$ cat src/pkg/atx_pkg.sv
// Constants and carriers for the transmitter pin and mode control block.
// Assumes a 200 MHz system clock and a 32-bit AXI4-Lite register bus.
package atx_pkg;
   localparam int ATX_AW = 8;
   // Register byte offsets
   localparam logic [ATX_AW-1:0] ATX_CTRL_OFS = 8'h00;
   localparam logic [ATX_AW-1:0] ATX_STAT_OFS = 8'h04;
   localparam logic [ATX_AW-1:0] ATX_MASK_OFS = 8'h08;
   localparam logic [ATX_AW-1:0] ATX_UBUF_OFS = 8'h0C;
   localparam logic [ATX_AW-1:0] ATX_MODE_OFS = 8'h10;
   // Control register fields
   localparam int ATX_C_UDIR = 0;
   localparam int ATX_C_IPOL = 1;
   localparam int ATX_C_IOD = 2;
   localparam int ATX_C_SPI = 3;
   localparam int ATX_C_RAT = 4;
   localparam int ATX_C_TXEN = 6;
   localparam int ATX_C_ALT = 7;
   localparam logic [31:0] ATX_CTRL_RST = 32'h0000_0000;
   localparam logic [31:0] ATX_MASK_RST = 32'h0000_0000;
   localparam logic [31:0] ATX_UBUF_RST = 32'h0000_0000;
   localparam logic [1:0] ATX_OKAY = 2'h0;
   localparam logic [1:0] ATX_SLVERR = 2'h2;
   localparam int ATX_NSYNC = 8;
   // Synchroniser bit positions
   localparam int ATX_S_HWSEL = 0;
   localparam int ATX_S_CTRL_PORT_CLOCK = 1;
   localparam int ATX_S_AD = 2;
   localparam int ATX_S_UPIN = 3;
   localparam int ATX_S_HWCFG = 4;
   // Master clock ratio codes
   typedef enum logic [1:0] {
      ATX_R256_TYPE = 2'b00,
      ATX_R384_TYPE = 2'b01,
      ATX_R512_TYPE = 2'b10
   } atx_ratio_type;
   typedef struct packed {
      logic [23:0] left;
      logic [23:0] right;
      logic valid;
   } atx_audio_type;
   typedef struct packed {
      logic hw_mode;
      atx_ratio_type ratio;
      logic [3:0] alt;
   } atx_cfg_type;
endpackage

$ cat src/hw/atx_pinctl.sv
// Pin and mode control of a digital audio transmitter: interrupt pin,
// user-bit pin, mode select, line driver reset, control-port pins.
// Assumes event and audio inputs come from logic on clk; pins are async.
//
// The implementer's own choices: the register offsets and the AXI4-Lite interface to the registers.
`timescale 1ns/1ps
// Function
// - Every interrupt source has a mask bit
// - Status bits record interrupt causes
// - Interrupt polarity and drive type selectable
// - Interrupt holds until status read clear
// - Output user pin uses internal buffer
// - User pin direction resets to input
// - Mode select picks software or hardware
// - High selects hardware, low selects software
// - Line drivers low during reset
// - Shared pin: address bit or data in
// - Control clock times control data bits
// - Hardware mode routes audio to transmitter
// - Hardware mode gives pins alternate roles
// - Reset holds state, enters low power; the code instead clears ctrl_r, mask_r, ubuf_r and status_r to zero in reset
module atx_pinctl
   import atx_pkg::*;
#(
   parameter int NEV = 8
) (
   input wire logic clk,
   input wire logic nrst,
   input wire logic [ATX_AW-1:0] s_axi_awaddr,
   input wire logic s_axi_awvalid,
   output logic s_axi_awready,
   input wire logic [31:0] s_axi_wdata,
   input wire logic [3:0] s_axi_wstrb,
   input wire logic s_axi_wvalid,
   output logic s_axi_wready,
   output logic [1:0] s_axi_bresp,
   output logic s_axi_bvalid,
   input wire logic s_axi_bready,
   input wire logic [ATX_AW-1:0] s_axi_araddr,
   input wire logic s_axi_arvalid,
   output logic s_axi_arready,
   output logic [31:0] s_axi_rdata,
   output logic [1:0] s_axi_rresp,
   output logic s_axi_rvalid,
   input wire logic s_axi_rready,
   input wire logic [NEV-1:0] ev_in,
   output logic irq_r,
   output logic int_pin_o_r,
   output logic int_pin_oe_r,
   input wire logic hw_sw_sel,
   input wire logic [3:0] hw_cfg_pins,
   output atx_cfg_type cfg_r,
   input wire logic user_pin_i,
   output logic user_pin_o_r,
   output logic user_pin_oe_r,
   input wire logic user_bit_req,
   output logic user_tx_bit_r,
   input wire logic ctrl_port_clock,
   input wire logic addr1_or_serial_ctrl_in,
   output logic chip_addr_bit1_r,
   output logic serial_ctrl_data_in_r,
   output logic ctrl_in_stb_r,
   output logic ctrl_out_stb_r,
   input wire logic tx_line_bit,
   output logic line_driver_pos_r,
   output logic line_driver_neg_r,
   input wire atx_audio_type audio_in,
   output atx_audio_type audio_out_r,
   output logic low_power_r
);
   logic [ATX_NSYNC-1:0] pin_s1_r;
   logic [ATX_NSYNC-1:0] pin_s2_r;
   logic ctrl_port_clock_d_r;
   logic [31:0] ctrl_r;
   logic [NEV-1:0] status_r;
   logic [NEV-1:0] mask_r;
   logic [31:0] ubuf_r;
   logic [4:0] uidx_r;
   logic [ATX_AW-1:0] awaddr_r;
   logic aw_have_r;
   logic [31:0] wdata_r;
   logic [3:0] wstrb_r;
   logic w_have_r;
   logic [31:0] rdata_nxt;
   logic [1:0] rresp_nxt;
   logic wr_go;
   logic ar_go;
   logic stat_rd;
   logic wr_ok;
   logic int_act;
   logic hw_mode;
   logic udir_eff;
   logic [NEV-1:0] mask_old_r;
   logic [31:0] mask_wr;

   // Pins pass two flops; the first stage feeds only the second, and the control clock gets a third flop for edge detection
   always_ff @(posedge clk or negedge nrst) begin
      if (!nrst) begin
         pin_s1_r <= '0;
         pin_s2_r <= '0;
         ctrl_port_clock_d_r <= 1'b0;
      end else begin
         pin_s1_r <= {hw_cfg_pins, user_pin_i, addr1_or_serial_ctrl_in,
                      ctrl_port_clock, hw_sw_sel};
         pin_s2_r <= pin_s1_r;
         ctrl_port_clock_d_r <= pin_s2_r[ATX_S_CTRL_PORT_CLOCK];
      end
   end

   assign hw_mode = pin_s2_r[ATX_S_HWSEL];
   // input unless software sets it; hardware mode keeps it input
   assign udir_eff = ctrl_r[ATX_C_UDIR] & ~hw_mode;

   // AXI4-Lite: address and data accepted in either order
   assign wr_go = aw_have_r && w_have_r && !s_axi_bvalid;
   assign ar_go = s_axi_arvalid && s_axi_arready;
   assign stat_rd = ar_go && (s_axi_araddr == ATX_STAT_OFS);
   always_comb begin
      wr_ok = 1'b1;
      if (awaddr_r == ATX_CTRL_OFS) begin
         wr_ok = 1'b1;
      end else if (awaddr_r == ATX_MASK_OFS) begin
         wr_ok = 1'b1;
      end else if (awaddr_r == ATX_UBUF_OFS) begin
         wr_ok = 1'b1;
      end else begin
         wr_ok = 1'b0;
      end
   end

   always_ff @(posedge clk or negedge nrst) begin
      if (!nrst) begin
         s_axi_awready <= 1'b0;
         s_axi_wready <= 1'b0;
         aw_have_r <= 1'b0;
         w_have_r <= 1'b0;
         awaddr_r <= '0;
         wdata_r <= '0;
         wstrb_r <= '0;
         s_axi_bvalid <= 1'b0;
         s_axi_bresp <= ATX_OKAY;
      end else begin
         s_axi_awready <= !aw_have_r && !(s_axi_awvalid && s_axi_awready);
         s_axi_wready <= !w_have_r && !(s_axi_wvalid && s_axi_wready);
         if (s_axi_awvalid && s_axi_awready) begin
            aw_have_r <= 1'b1;
            awaddr_r <= s_axi_awaddr;
         end
         if (s_axi_wvalid && s_axi_wready) begin
            w_have_r <= 1'b1;
            wdata_r <= s_axi_wdata;
            wstrb_r <= s_axi_wstrb;
         end
         if (wr_go) begin
            s_axi_bvalid <= 1'b1;
            s_axi_bresp <= wr_ok ? ATX_OKAY : ATX_SLVERR;
            aw_have_r <= 1'b0;
            w_have_r <= 1'b0;
         end else if (s_axi_bvalid && s_axi_bready) begin
            s_axi_bvalid <= 1'b0;
         end
      end
   end

   // Byte-lane merge of write data into a register value
   function automatic logic [31:0] atx_merge(input logic [31:0] old,
                                             input logic [31:0] nw,
                                             input logic [3:0] stb);
      logic [31:0] res;
      res = old;
      for (int i = 0; i < 4; i++) begin
         if (stb[i]) begin
            res[i*8 +: 8] = nw[i*8 +: 8];
         end
      end
      return res;
   endfunction

   // Mask widened to a word so the lane merge sees bus-aligned bytes
   assign mask_wr = atx_merge({{(32-NEV){1'b0}}, mask_r}, wdata_r, wstrb_r);

   always_ff @(posedge clk or negedge nrst) begin
      if (!nrst) begin
         ctrl_r <= ATX_CTRL_RST;
         mask_r <= ATX_MASK_RST[NEV-1:0];
         ubuf_r <= ATX_UBUF_RST;
      end else if (wr_go) begin
         if (awaddr_r == ATX_CTRL_OFS) begin
            ctrl_r <= atx_merge(ctrl_r, wdata_r, wstrb_r);
         end else if (awaddr_r == ATX_MASK_OFS) begin
            mask_r <= mask_wr[NEV-1:0];
         end else if (awaddr_r == ATX_UBUF_OFS) begin
            ubuf_r <= atx_merge(ubuf_r, wdata_r, wstrb_r);
         end
      end
   end

   always_comb begin
      rdata_nxt = 32'h0000_0000;
      rresp_nxt = ATX_OKAY;
      if (s_axi_araddr == ATX_CTRL_OFS) begin
         rdata_nxt = ctrl_r;
      end else if (s_axi_araddr == ATX_STAT_OFS) begin
         rdata_nxt[NEV-1:0] = status_r;
      end else if (s_axi_araddr == ATX_MASK_OFS) begin
         rdata_nxt[NEV-1:0] = mask_r;
      end else if (s_axi_araddr == ATX_UBUF_OFS) begin
         rdata_nxt = ubuf_r;
      end else if (s_axi_araddr == ATX_MODE_OFS) begin
         rdata_nxt[6:0] = cfg_r;
      end else begin
         rresp_nxt = ATX_SLVERR;
      end
   end

   always_ff @(posedge clk or negedge nrst) begin
      if (!nrst) begin
         s_axi_arready <= 1'b0;
         s_axi_rvalid <= 1'b0;
         s_axi_rdata <= 32'h0000_0000;
         s_axi_rresp <= ATX_OKAY;
      end else begin
         s_axi_arready <= !s_axi_rvalid && !ar_go;
         if (ar_go) begin
            s_axi_rvalid <= 1'b1;
            s_axi_rdata <= rdata_nxt;
            s_axi_rresp <= rresp_nxt;
         end else if (s_axi_rvalid && s_axi_rready) begin
            s_axi_rvalid <= 1'b0;
         end
      end
   end

   // sticky causes; a new event beats the read clear
   always_ff @(posedge clk or negedge nrst) begin
      if (!nrst) begin
         status_r <= '0;
      end else begin
         status_r <= (stat_rd ? '0 : status_r) | ev_in;
      end
   end

   assign int_act = |(status_r & mask_r);

   always_ff @(posedge clk or negedge nrst) begin
      if (!nrst) begin
         irq_r <= 1'b0;
         int_pin_o_r <= 1'b0;
         int_pin_oe_r <= 1'b0;
         mask_old_r <= '0;
      end else begin
         mask_old_r <= mask_r;
         // falls once status is read back to zero or its cause is masked
         irq_r <= int_act;
         // polarity bit sets the asserted level
         int_pin_o_r <= int_act ? ctrl_r[ATX_C_IPOL] : !ctrl_r[ATX_C_IPOL];
         // open drain drives only the low level
         int_pin_oe_r <= !ctrl_r[ATX_C_IOD] ||
                         !(int_act ? ctrl_r[ATX_C_IPOL] : !ctrl_r[ATX_C_IPOL]);
      end
   end

   // pin or internal buffer as the user bit source
   always_ff @(posedge clk or negedge nrst) begin
      if (!nrst) begin
         uidx_r <= '0;
         user_tx_bit_r <= 1'b0;
         user_pin_o_r <= 1'b0;
         user_pin_oe_r <= 1'b0;
      end else begin
         if (user_bit_req) begin
            uidx_r <= uidx_r + 5'd1;
         end
         user_tx_bit_r <= udir_eff ? ubuf_r[uidx_r] : pin_s2_r[ATX_S_UPIN];
         user_pin_o_r <= udir_eff & ubuf_r[uidx_r];
         user_pin_oe_r <= udir_eff;
      end
   end

   // control clock edges time bits in and out
   always_ff @(posedge clk or negedge nrst) begin
      if (!nrst) begin
         chip_addr_bit1_r <= 1'b0;
         serial_ctrl_data_in_r <= 1'b0;
         ctrl_in_stb_r <= 1'b0;
         ctrl_out_stb_r <= 1'b0;
      end else begin
         ctrl_in_stb_r <= pin_s2_r[ATX_S_CTRL_PORT_CLOCK] && !ctrl_port_clock_d_r && !hw_mode;
         ctrl_out_stb_r <= !pin_s2_r[ATX_S_CTRL_PORT_CLOCK] && ctrl_port_clock_d_r && !hw_mode;
         // address bit in two-wire mode, data in SPI mode
         if (ctrl_r[ATX_C_SPI]) begin
            if (pin_s2_r[ATX_S_CTRL_PORT_CLOCK] && !ctrl_port_clock_d_r) begin
               serial_ctrl_data_in_r <= pin_s2_r[ATX_S_AD];
            end
         end else begin
            chip_addr_bit1_r <= pin_s2_r[ATX_S_AD];
         end
      end
   end

   // configuration from pins or from registers
   always_ff @(posedge clk or negedge nrst) begin
      if (!nrst) begin
         cfg_r <= '0;
      end else begin
         cfg_r.hw_mode <= hw_mode;
         cfg_r.ratio <= atx_ratio_type'(ctrl_r[ATX_C_RAT +: 2]);
         // alternate pin roles in hardware mode
         cfg_r.alt <= hw_mode ? pin_s2_r[ATX_S_HWCFG +: 4] :
                                ctrl_r[ATX_C_ALT +: 4];
      end
   end

   // drivers low in reset and while idle
   // low power flag held through reset
   always_ff @(posedge clk or negedge nrst) begin
      if (!nrst) begin
         line_driver_pos_r <= 1'b0;
         line_driver_neg_r <= 1'b0;
         low_power_r <= 1'b1;
         audio_out_r <= '0;
      end else begin
         low_power_r <= 1'b0;
         line_driver_pos_r <= (hw_mode || ctrl_r[ATX_C_TXEN]) && tx_line_bit;
         line_driver_neg_r <= (hw_mode || ctrl_r[ATX_C_TXEN]) && !tx_line_bit;
         // hardware mode feeds audio straight through
         audio_out_r <= (hw_mode || ctrl_r[ATX_C_TXEN]) ? audio_in : '0;
      end
   end
endmodule

$ cat config.mk
export PLATFORM = sky130hd
export DESIGN_NAME = atx_pinctl
export DESIGN_NICKNAME = d
export VERILOG_FILES = /design/src/pkg/atx_pkg.sv /design/src/hw/atx_pinctl.sv
export SDC_FILE = /design/constraint.sdc
export NUM_CORES = 1
export LEC_CHECK = 0
export ABC_AREA = 1
export BUFFER_PORTS_ARGS = -buffer_cell sky130_fd_sc_hd__buf_4
export CORE_MARGIN = 5
export CORE_UTILIZATION = 41
export DETAILED_ROUTE_END_ITERATION = 8
export HOLD_SLACK_MARGIN = 0.15
export PLACE_DENSITY = 0.61
export REMOVE_ABC_BUFFERS = 1
export SYNTH_ARGS = -nofsm -noshare
export SYNTH_HDL_FRONTEND = slang
export SYNTH_SLANG_ARGS = --single-unit
export TNS_END_PERCENT = 10
$ cat constraint.sdc
create_clock -name clk -period 2.4 [get_ports clk]
set_input_delay 0.36 -clock clk [delete_from_list [all_inputs] [get_ports clk]]
set_output_delay 0.36 -clock clk [all_outputs]
set_load 0.02 [all_outputs]
* Yosys cells after proc, flatten, opt, wreduce, memory -nomap -nowiden
Index checks and enable logic that the tools add are counted.
** Storage, ports and cells
- Output and inout bits :: 110
- Input bits :: 126
- Logic and storage cells :: 143
- Bits in registers :: 258
** Operators by class
- Add/subtract/negate cells :: 1
- Order comparisons :: 1
- Bitwise operators :: 7
- Equality and inequality tests :: 6
- Reduce and logical (&&, ||, !) cells :: 50
- Mux-type cells :: 32
** Operator list (number)
- $mux 49 :: 1
- $mux 24 :: 2
- $eq 8x4->1 const B :: 4
- $mux 32 :: 1
- $mux 25 :: 1
- $mux 8 :: 3
- $reduce_and 5->1 :: 4
- $logic_and 1x1->1 :: 17
- $logic_not 8->1 :: 2
- $logic_not 1->1 :: 14
- $mux 1 :: 14
- $mux 7 :: 2
- $mux 2 :: 6
- $reduce_and 3->1 :: 4
- $and 8x8->8 :: 1
- $eq 8x3->1 const B :: 1
- $eq 8x5->1 const B :: 1
- $or 8x8->8 :: 1
- $reduce_bool 2->1 :: 4
- $reduce_or 8->1 :: 1
- $lt 5x6->1 const B :: 1
- $add 5x1->5 const B :: 1
- $bmux 1 s5 :: 1
- $mux 4 :: 1
- 5 further kinds :: 9

* Logic depth before layout (Yosys ltp)
Gate-level depths: netlist of run 1.
- Depth in word-level cells :: 6
- Gate-level depth with buffers :: 10
- Mapped depth without buffers :: 9

* Worst setup path before layout of run 1
Ideal clock, no wire load.
- Path type :: register to register
- Start :: reg s_axi_bvalid
- End :: reg mask_r[6]
- Arrival :: 1.364 ns
- Setup time :: 0.126 ns
- Stages on the path, launching flop included :: 8
- Buffers on the path :: 1
- Slack :: 0.909 ns
- Cell sequence :: dfrtp_1 inv_1 nand3_2 nor2_4 nand4_1 buf_2 nand2_1 o21ai_0
** On the way
- Cells in the longest elaborated chain, start to end :: 3
** Ends and longest elaborated chain
- start, declared :: RTL line atx_pinctl.sv:37 : output logic s_axi_bvalid,
- start signal, assigned :: RTL line atx_pinctl.sv:140 : s_axi_bvalid <= 1'b0;
- start signal, assigned :: RTL line atx_pinctl.sv:155 : s_axi_bvalid <= 1'b1;
- start signal, assigned :: RTL line atx_pinctl.sv:160 : s_axi_bvalid <= 1'b0;
- $logic_not 1->1 :: RTL line atx_pinctl.sv:115 : assign wr_go = aw_have_r && w_have_r && !s_axi_bvalid;
- $logic_and 1x1->1 :: RTL line atx_pinctl.sv:115
- $reduce_and 4->1 (no source line)
- end signal, assigned :: RTL line atx_pinctl.sv:185 : mask_r <= ATX_MASK_RST[NEV-1:0];
- end signal, assigned :: RTL line atx_pinctl.sv:191 : mask_r <= mask_wr[NEV-1:0];
- end, declared :: RTL line atx_pinctl.sv:76 : logic [NEV-1:0] mask_r;
No other way between the ends.
A chain may end at the register's enable or synchronous reset.

* Final worst setup path of run 1
- Start :: reg awaddr_r[1]
- End :: reg ctrl_r[27]
** On the way
- Cells in the longest elaborated chain, start to end :: 2
** Ends and longest elaborated chain
- start, declared :: RTL line atx_pinctl.sv:79 : logic [ATX_AW-1:0] awaddr_r;
- start signal, assigned :: RTL line atx_pinctl.sv:147 : awaddr_r <= s_axi_awaddr;
- $logic_not 8->1 :: RTL line atx_pinctl.sv:188 : if (awaddr_r == ATX_CTRL_OFS) begin
- $reduce_and 3->1 (no source line)
- end signal, assigned :: RTL line atx_pinctl.sv:189 : ctrl_r <= atx_merge(ctrl_r, wdata_r, wstrb_r);
- end, declared :: RTL line atx_pinctl.sv:74 : logic [31:0] ctrl_r;
No other way between the ends.

==> metrics, run 1 <==
status=completed; worst r2r path cells=6; largest net degree at the start of global routing=62; initial DRC count=591; via-per-instance ratio=4.76; Clock Skew=21.4 ps; IO Count=236; FF-to-FF Start=awaddr_r[1]; Hold Vio Cnt, Final=0; Layout fillers=2125; Cell variety after synth=34; Setup violations, final=0; H-tree depth=1; slew margin rel.=56.9%; DRC Markers=0; CP startpoint=awaddr_r[1]; RSZ-0062 raised after global routing=false; FMAX=545 MHz; synth warn=0; Cell Area, Synth=10200 sq um; WP buf/inv=0; post-synthesis register bit count=256; crit path max-delay cell type=nand3_2; max cap viols=0; commonest cells after routing, fill and taps aside=255 x dfrtp_1, 244 x buf_4, 226 x nand2_1; Worst-path clk slew=60 ps; Final period util=76.5%; clock root buffer=clkbuf_16; first-pass GRT wire length=46100 microns; Core ar.=24400 sq um; r2r setup slk=560 ps; maximum root-to-sink buffer count=3; first drt pass iteration count=5; metal2 WL=13200 microns; Std-Cell Rows=57; commonest non-fill, non-tap cell in the layout=dfrtp_1; Largest stage delay, worst path=430 ps; crit path capture type=flop; initial antenna violation count=1; Area Growth Syn to Fin=41.1%; met3 wire length=2280 microns; Cell Pwr Density=981 nW/um^2; Worst Setup EP=ctrl_r[27]; critical path depth=6; final worst setup slack=564 ps; Final Max Slew Viols=0; Mapped Avg Cell Area=9.42 sq um; M1 WL=12100 microns; initial core utilization=41.7%; Critical Path Start Type=flop; CTS tree=built; class of the worst hold path=in2reg; largest fanout on the critical path=16; IO Port Bufs=233; vias in the first global route=8684; Final Net Count=1557; CP Class=reg2reg; clock sinks=256; GPL Wtd Cong=0.795; Detailed Place HPWL=18500 microns; layout cells sized above 1=23.2%; GRT overflow=0; worst vdd ir=0.529 mV; Crit path max-delay family=simple AND/OR/NAND/NOR gates; non-filler cells, final=1774; DR WL/cell=15.8 microns; Pleak=7.27 nW; die height=168 microns; FF-to-FF End=ctrl_r[27]; Total GRT Usage=19.8%; total CTS buffers=28; DRT Wirelength=28000 microns; sequential fraction of the synthesis area=63.0%; overall die area=28100 sq um; Cell Chain, Critical Path=nor2_1, nand2_1, nor3_4, nand3_2, nand2_1, o21ai_2; final instance area=14400 sq um; CP most frequent cell=nand2_1; Area after DPL=12300 sq um; Die X=168 microns; top routing layer in use=met4; Vias=8447; Worst-Skew Late Latency=540 ps; Req. time, crit path=2800 ps; final worst path period need=1840 ps; Worst-Margin Slew=642 ps; antenna viol nets, final=0; placed cells=1609; Worst Path Arrival=2230 ps; DP Worst Slack=598 ps; cell count after synthesis=1080
layout make-up:
class                   instances  area (sq um)  share of cell area (%)
diodes                          1          2.50                  0.0174
multi-input cells             640          3020                    21.0
repair buffers                365          3100                    21.6
inverters                     139           522                    3.63
well taps                     324           405                    2.82
clock inverters                 7          62.6                   0.436
flip-flops and latches        256          6410                    44.6
clock buffers                  42           845                    5.88
worst min-delay path by stage:
stage	start	end	slack (ps)	cells after the start
6_report	s_axi_wvalid	wstrb_r[1]	170	4
3_3_place_gp	nrst	cfg_r[5]	310	1
5_1_grt	s_axi_wvalid	wstrb_r[1]	180	4
4_1_cts	s_axi_wvalid	wstrb_r[1]	160	4
2_1_floorplan	nrst	audio_out_r[0]	60	0
3_5_place_dp	nrst	cfg_r[5]	310	1
flip-flops by register name (all words and copies together) (netlist names), 4 cells and up:
signal	cells
audio_out_r	49
awaddr_r	8
cfg_r	7
ctrl_r	32
mask_r	8
pin_s1_r	8
pin_s2_r	8
s_axi_rdata	32
status_r	8
ubuf_r	32
uidx_r	5
wdata_r	32
wstrb_r	4
power breakdown:
group | internal (mW) | switching [mW] | leakage [nW] | total, mW
registers | 5.39 | 0.578 | 3.26 | 5.97
logic | 1.52 | 2.40 | 3.56 | 3.92
clock network | 2.52 | 1.69 | 0.449 | 4.20
worst min-delay path: stages:
cell     delay, ps
buf_4           70
nand2_1        100
nand2_1         80
nand2_1         40
cell families (layout without fill, tap and decap cells):
kind of cell / Yosys count / count (layout) / synth area share [%]
buffers and inverters: 186 / 553 / 7.61
flip-flops: 256 / 256 / 63.0
other: 1 / 4 / 0.0369
XOR/XNOR: 4 / 4 / 0.344
adder cells (fa/ha/maj): 1 / 1 / 0.123
AND/OR/NAND/NOR: 428 / 428 / 17.7
AO/OA/AOI/OAI: 204 / 204 / 11.3
stage by stage:
stage	util (%)	TNS (ps)	total power [mW]	hold slack (ps)
CTS	58.9	0	14.2	161
floorplan	-	-19750	8.15	64.4
global route	58.9	0	15.0	183
detailed placement	50.4	0	9.84	314
global placement	50.4	0	9.76	313
finish	58.9	0	14.1	167
Yosys cell counts:
cell type / number / share of area [%]
nand3_2: 4 / 0.39
conb_1: 1 / 0.037
nor3_2: 2 / 0.20
clkinv_1: 2 / 0.074
buf_1: 3 / 0.11
a221oi_1: 2 / 0.17
and3_2: 1 / 0.074
dfstp_2: 1 / 0.26
buf_2: 13 / 0.64
a21oi_1: 48 / 2.4
nor2_4: 1 / 0.11
o21ai_1: 4 / 0.20
o31ai_1: 1 / 0.074
o22ai_1: 3 / 0.18
and2_1: 1 / 0.062
nand3_1: 75 / 3.7
o21ai_0: 114 / 5.6
nor3_4: 1 / 0.16
xor2_1: 4 / 0.34
nor3_1: 2 / 0.098
o21bai_1: 8 / 0.59
dfrtp_1: 255 / 63
buf_6: 7 / 0.77
inv_2: 2 / 0.074
nand2_2: 4 / 0.25
nand2_1: 226 / 8.3
nand3b_4: 1 / 0.20
nand4_1: 2 / 0.12
o21ai_2: 24 / 2.1
inv_1: 135 / 5.0
nor2_1: 108 / 4.0
clkbuf_1: 22 / 0.81
buf_4: 2 / 0.15
ha_1: 1 / 0.12
what timing repair did:
item                       4_1_cts  5_1_grt
buffers inserted                 0        0
resized for setup                0        0
hold buffers                   115        0
setup endpoints to repair        0        0
hold endpoints to repair       196        0
per-layer routing:
layer | GRT usage (%) | vias to the layer above
met5 | 0 | -
met4 | 3.60 | 0
met1 | 26.7 | 4037
met3 | 5.52 | 31
li1 | - | 4116
met2 | 32.5 | 263
(Power assumes the default switching activity.)
==> inputs of run 2 (changes only) <==
--- a/config.mk
+++ b/config.mk
@@ -5,13 +5,13 @@
 export SDC_FILE = /design/constraint.sdc
 export NUM_CORES = 1
 export LEC_CHECK = 0
-export ABC_AREA = 1
+export ABC_AREA = 0
 export BUFFER_PORTS_ARGS = -buffer_cell sky130_fd_sc_hd__buf_4
 export CORE_MARGIN = 5
 export CORE_UTILIZATION = 41
 export DETAILED_ROUTE_END_ITERATION = 8
 export HOLD_SLACK_MARGIN = 0.15
-export PLACE_DENSITY = 0.61
+export PLACE_DENSITY = 0.63
 export REMOVE_ABC_BUFFERS = 1
 export SYNTH_ARGS = -nofsm -noshare
 export SYNTH_HDL_FRONTEND = slang
==> constraint.sdc (replaced) <==
create_clock -name clk -period 1.6 [get_ports clk]
set_input_delay 0.24 -clock clk [delete_from_list [all_inputs] [get_ports clk]]
set_output_delay 0.24 -clock clk [all_outputs]
set_load 0.02 [all_outputs]
==> metrics, run 2 <==
Worst Setup EP=mask_r[5]; initial core utilization=41.4%; IO Port Bufs=233; post-CTS setup buffers=0; Area Growth Syn to Fin=46.9%; largest fanout on the critical path=8; Vias=7073; die height=166 microns; layout cells sized above 1=42.2%; Worst-Skew Late Latency=530 ps; Core ar.=24100 sq um; antenna viol nets, final=0; Post-synth ARST share=100%; synth warn=0; GRT overflow=0; overall die area=27600 sq um; Worst Path Arrival=2410 ps; commonest cells after routing, fill and taps aside=257 x buf_4, 253 x dfrtp_1, 120 x dlygate4sd3_1; FMAX=498 MHz; commonest cells in the netlist=255 x dfrtp_1, 115 x mux2_2, 64 x nor2b_1; post-synthesis register bit count=256; total CTS buffers=28; via-per-instance ratio=4.91; Critical Path Start Type=flop; Largest register FFs=49; DR WL/cell=17.8 microns; crit path capture type=flop; largest net degree at the start of global routing=61; CP Class=reg2reg; Final Net Count=1224; DP Worst Slack=-471 ps; Cell Pwr Density=1280 nW/um^2; Clock Skew=15.5 ps; FF-to-FF End=mask_r[5]; Std-Cell Rows=57; Total GRT Usage=18.6%; Detailed Place HPWL=17500 microns; top post-synthesis cells by area=dfrtp_1 64%, mux2_2 13%, nor2b_1 4.0%; ys flop type=dfrtp_1; Most flops, register=audio_out_r; Pleak=7.05 nW; RSZ-0062 raised after global routing=true; Setup violations, final=74; maximum root-to-sink buffer count=3; sequential fraction of the synthesis area=64.2%; IO Count=236; GPL Wtd Cong=0.749; Final Max Slew Viols=0; first drt pass iteration count=5; Post-synth EDFFs=0; CP startpoint=awaddr_r[6]; failing checks=setup timing; status=finished with violations; worst r2r path cells=4; share of the synthesized area in the top cell type=64.0%; Area after DPL=12400 sq um; Req. time, crit path=2000 ps; Cell Area, Synth=9980 sq um; Yosys top cell by area=dfrtp_1; clock sinks=256; class of the worst hold path=in2async; Hold Vio Cnt, Final=0; Final period util=125%; final instance area=14700 sq um; Mapped Avg Cell Area=14.0 sq um; r2r setup slk=-410 ps; FF-to-FF Start=awaddr_r[6]; max cap viols=0; final worst setup slack=-407 ps; DRT Wirelength=25600 microns; Cell variety after synth=48; Worst-path clk slew=60 ps; clock root buffer=clkbuf_16; DRC Markers=0; worst vdd ir=0.787 mV; H-tree depth=1; cell count after synthesis=711; Die X=166 microns; first-pass GRT wire length=42200 microns; final worst path period need=2010 ps; initial antenna violation count=1; Layout fillers=1888; commonest non-fill, non-tap cell in the layout=buf_4; initial DRC count=329; CTS tree=built; most frequent cell after synthesis=dfrtp_1; vias in the first global route=7568
run 2: final cells by class:
type / instances / area [sq um] / area share, %
Sequential cell: 256 / 6410 / 43.7
Multi-Input combinational cell: 407 / 3470 / 23.7
Timing Repair Buffer: 393 / 3400 / 23.2
Clock buffer: 42 / 815 / 5.56
Tap cell: 324 / 405 / 2.77
Clock inverter: 7 / 115 / 0.786
Inverter: 11 / 41.3 / 0.282
Antenna cell: 1 / 2.50 / 0.0171
run 2: stage by stage:
stage / TNS, ps / util (%) / hold WS [ps] / total power, mW / cells
2_1_floorplan: -121450 / - / -55.6 / 10.4 / 674
6_report: -22190 / 60.8 / 190 / 18.8 / 1441
3_3_place_gp: -38530 / 51.5 / 151 / 12.1 / 1271
5_1_grt: -27750 / 60.8 / 216 / 19.8 / 1441
3_5_place_dp: -39580 / 51.5 / 150 / 12.1 / 1271
4_1_cts: -23880 / 60.6 / 193 / 19.0 / 1440
run 2: cell families (layout without fill, tap and decap cells):
| group | Yosys count | count (layout) | synth area share (%) |
|---|---|---|---|
| adder cells (fa/ha/maj) | 1 | 1 | 0.125 |
| AO/OA/AOI/OAI | 102 | 102 | 6.89 |
| multiplexers | 147 | 147 | 17.4 |
| other | 1 | 4 | 0.0376 |
| flip-flops | 256 | 256 | 64.2 |
| buffers and inverters | 50 | 453 | 2.13 |
| XOR/XNOR | 4 | 4 | 0.351 |
| AND/OR/NAND/NOR | 150 | 150 | 8.87 |
run 2: repair_timing:
item / CTS / global route
hold buffers: 120 / 0
resized for setup: 18 / 19
endpoints found under the setup margin: 74 / 105
pin swaps: 5 / 1
endpoints found under the hold margin: 383 / 0
run 2: routing by layer:
| metal | global-route usage, % | vias up | wire (microns) |
|---|---|---|---|
| met2 | 29.9 | 256 | 12100 |
| met1 | 25.5 | 3487 | 11000 |
| met5 | 0 | - | 0 |
| met3 | 5.07 | 39 | 2040 |
| met4 | 4.05 | 0 | 492 |
| li1 | - | 3291 | - |
run 2: where the power goes:
part / switching [mW] / leakage [nW] / total [mW] / internal, mW
sequential: 0.983 / 3.28 / 8.58 / 7.60
clock: 2.48 / 0.447 / 6.45 / 3.97
combinational: 1.64 / 3.32 / 3.78 / 2.14
total: 5.10 / 7.05 / 18.8 / 13.7
run 2: worst min-delay path by stage:
stage | slack [ps] | end | start | cells past startpoint
finish | 190 | ctrl_r[1] | nrst | 2
detailed placement | 150 | ctrl_r[1] | nrst | 1
global route | 220 | ctrl_r[1] | nrst | 2
floorplan | -60 | audio_out_r[0] | nrst | 0
global placement | 150 | ctrl_r[1] | nrst | 1
CTS | 190 | ctrl_r[1] | nrst | 2
run 2: critical path, cell delays in order, from the launching register on:
cell,delay (ps)
dfrtp_1,380
or4_4,590
or4_4,440
buf_8,170
mux2_4,300
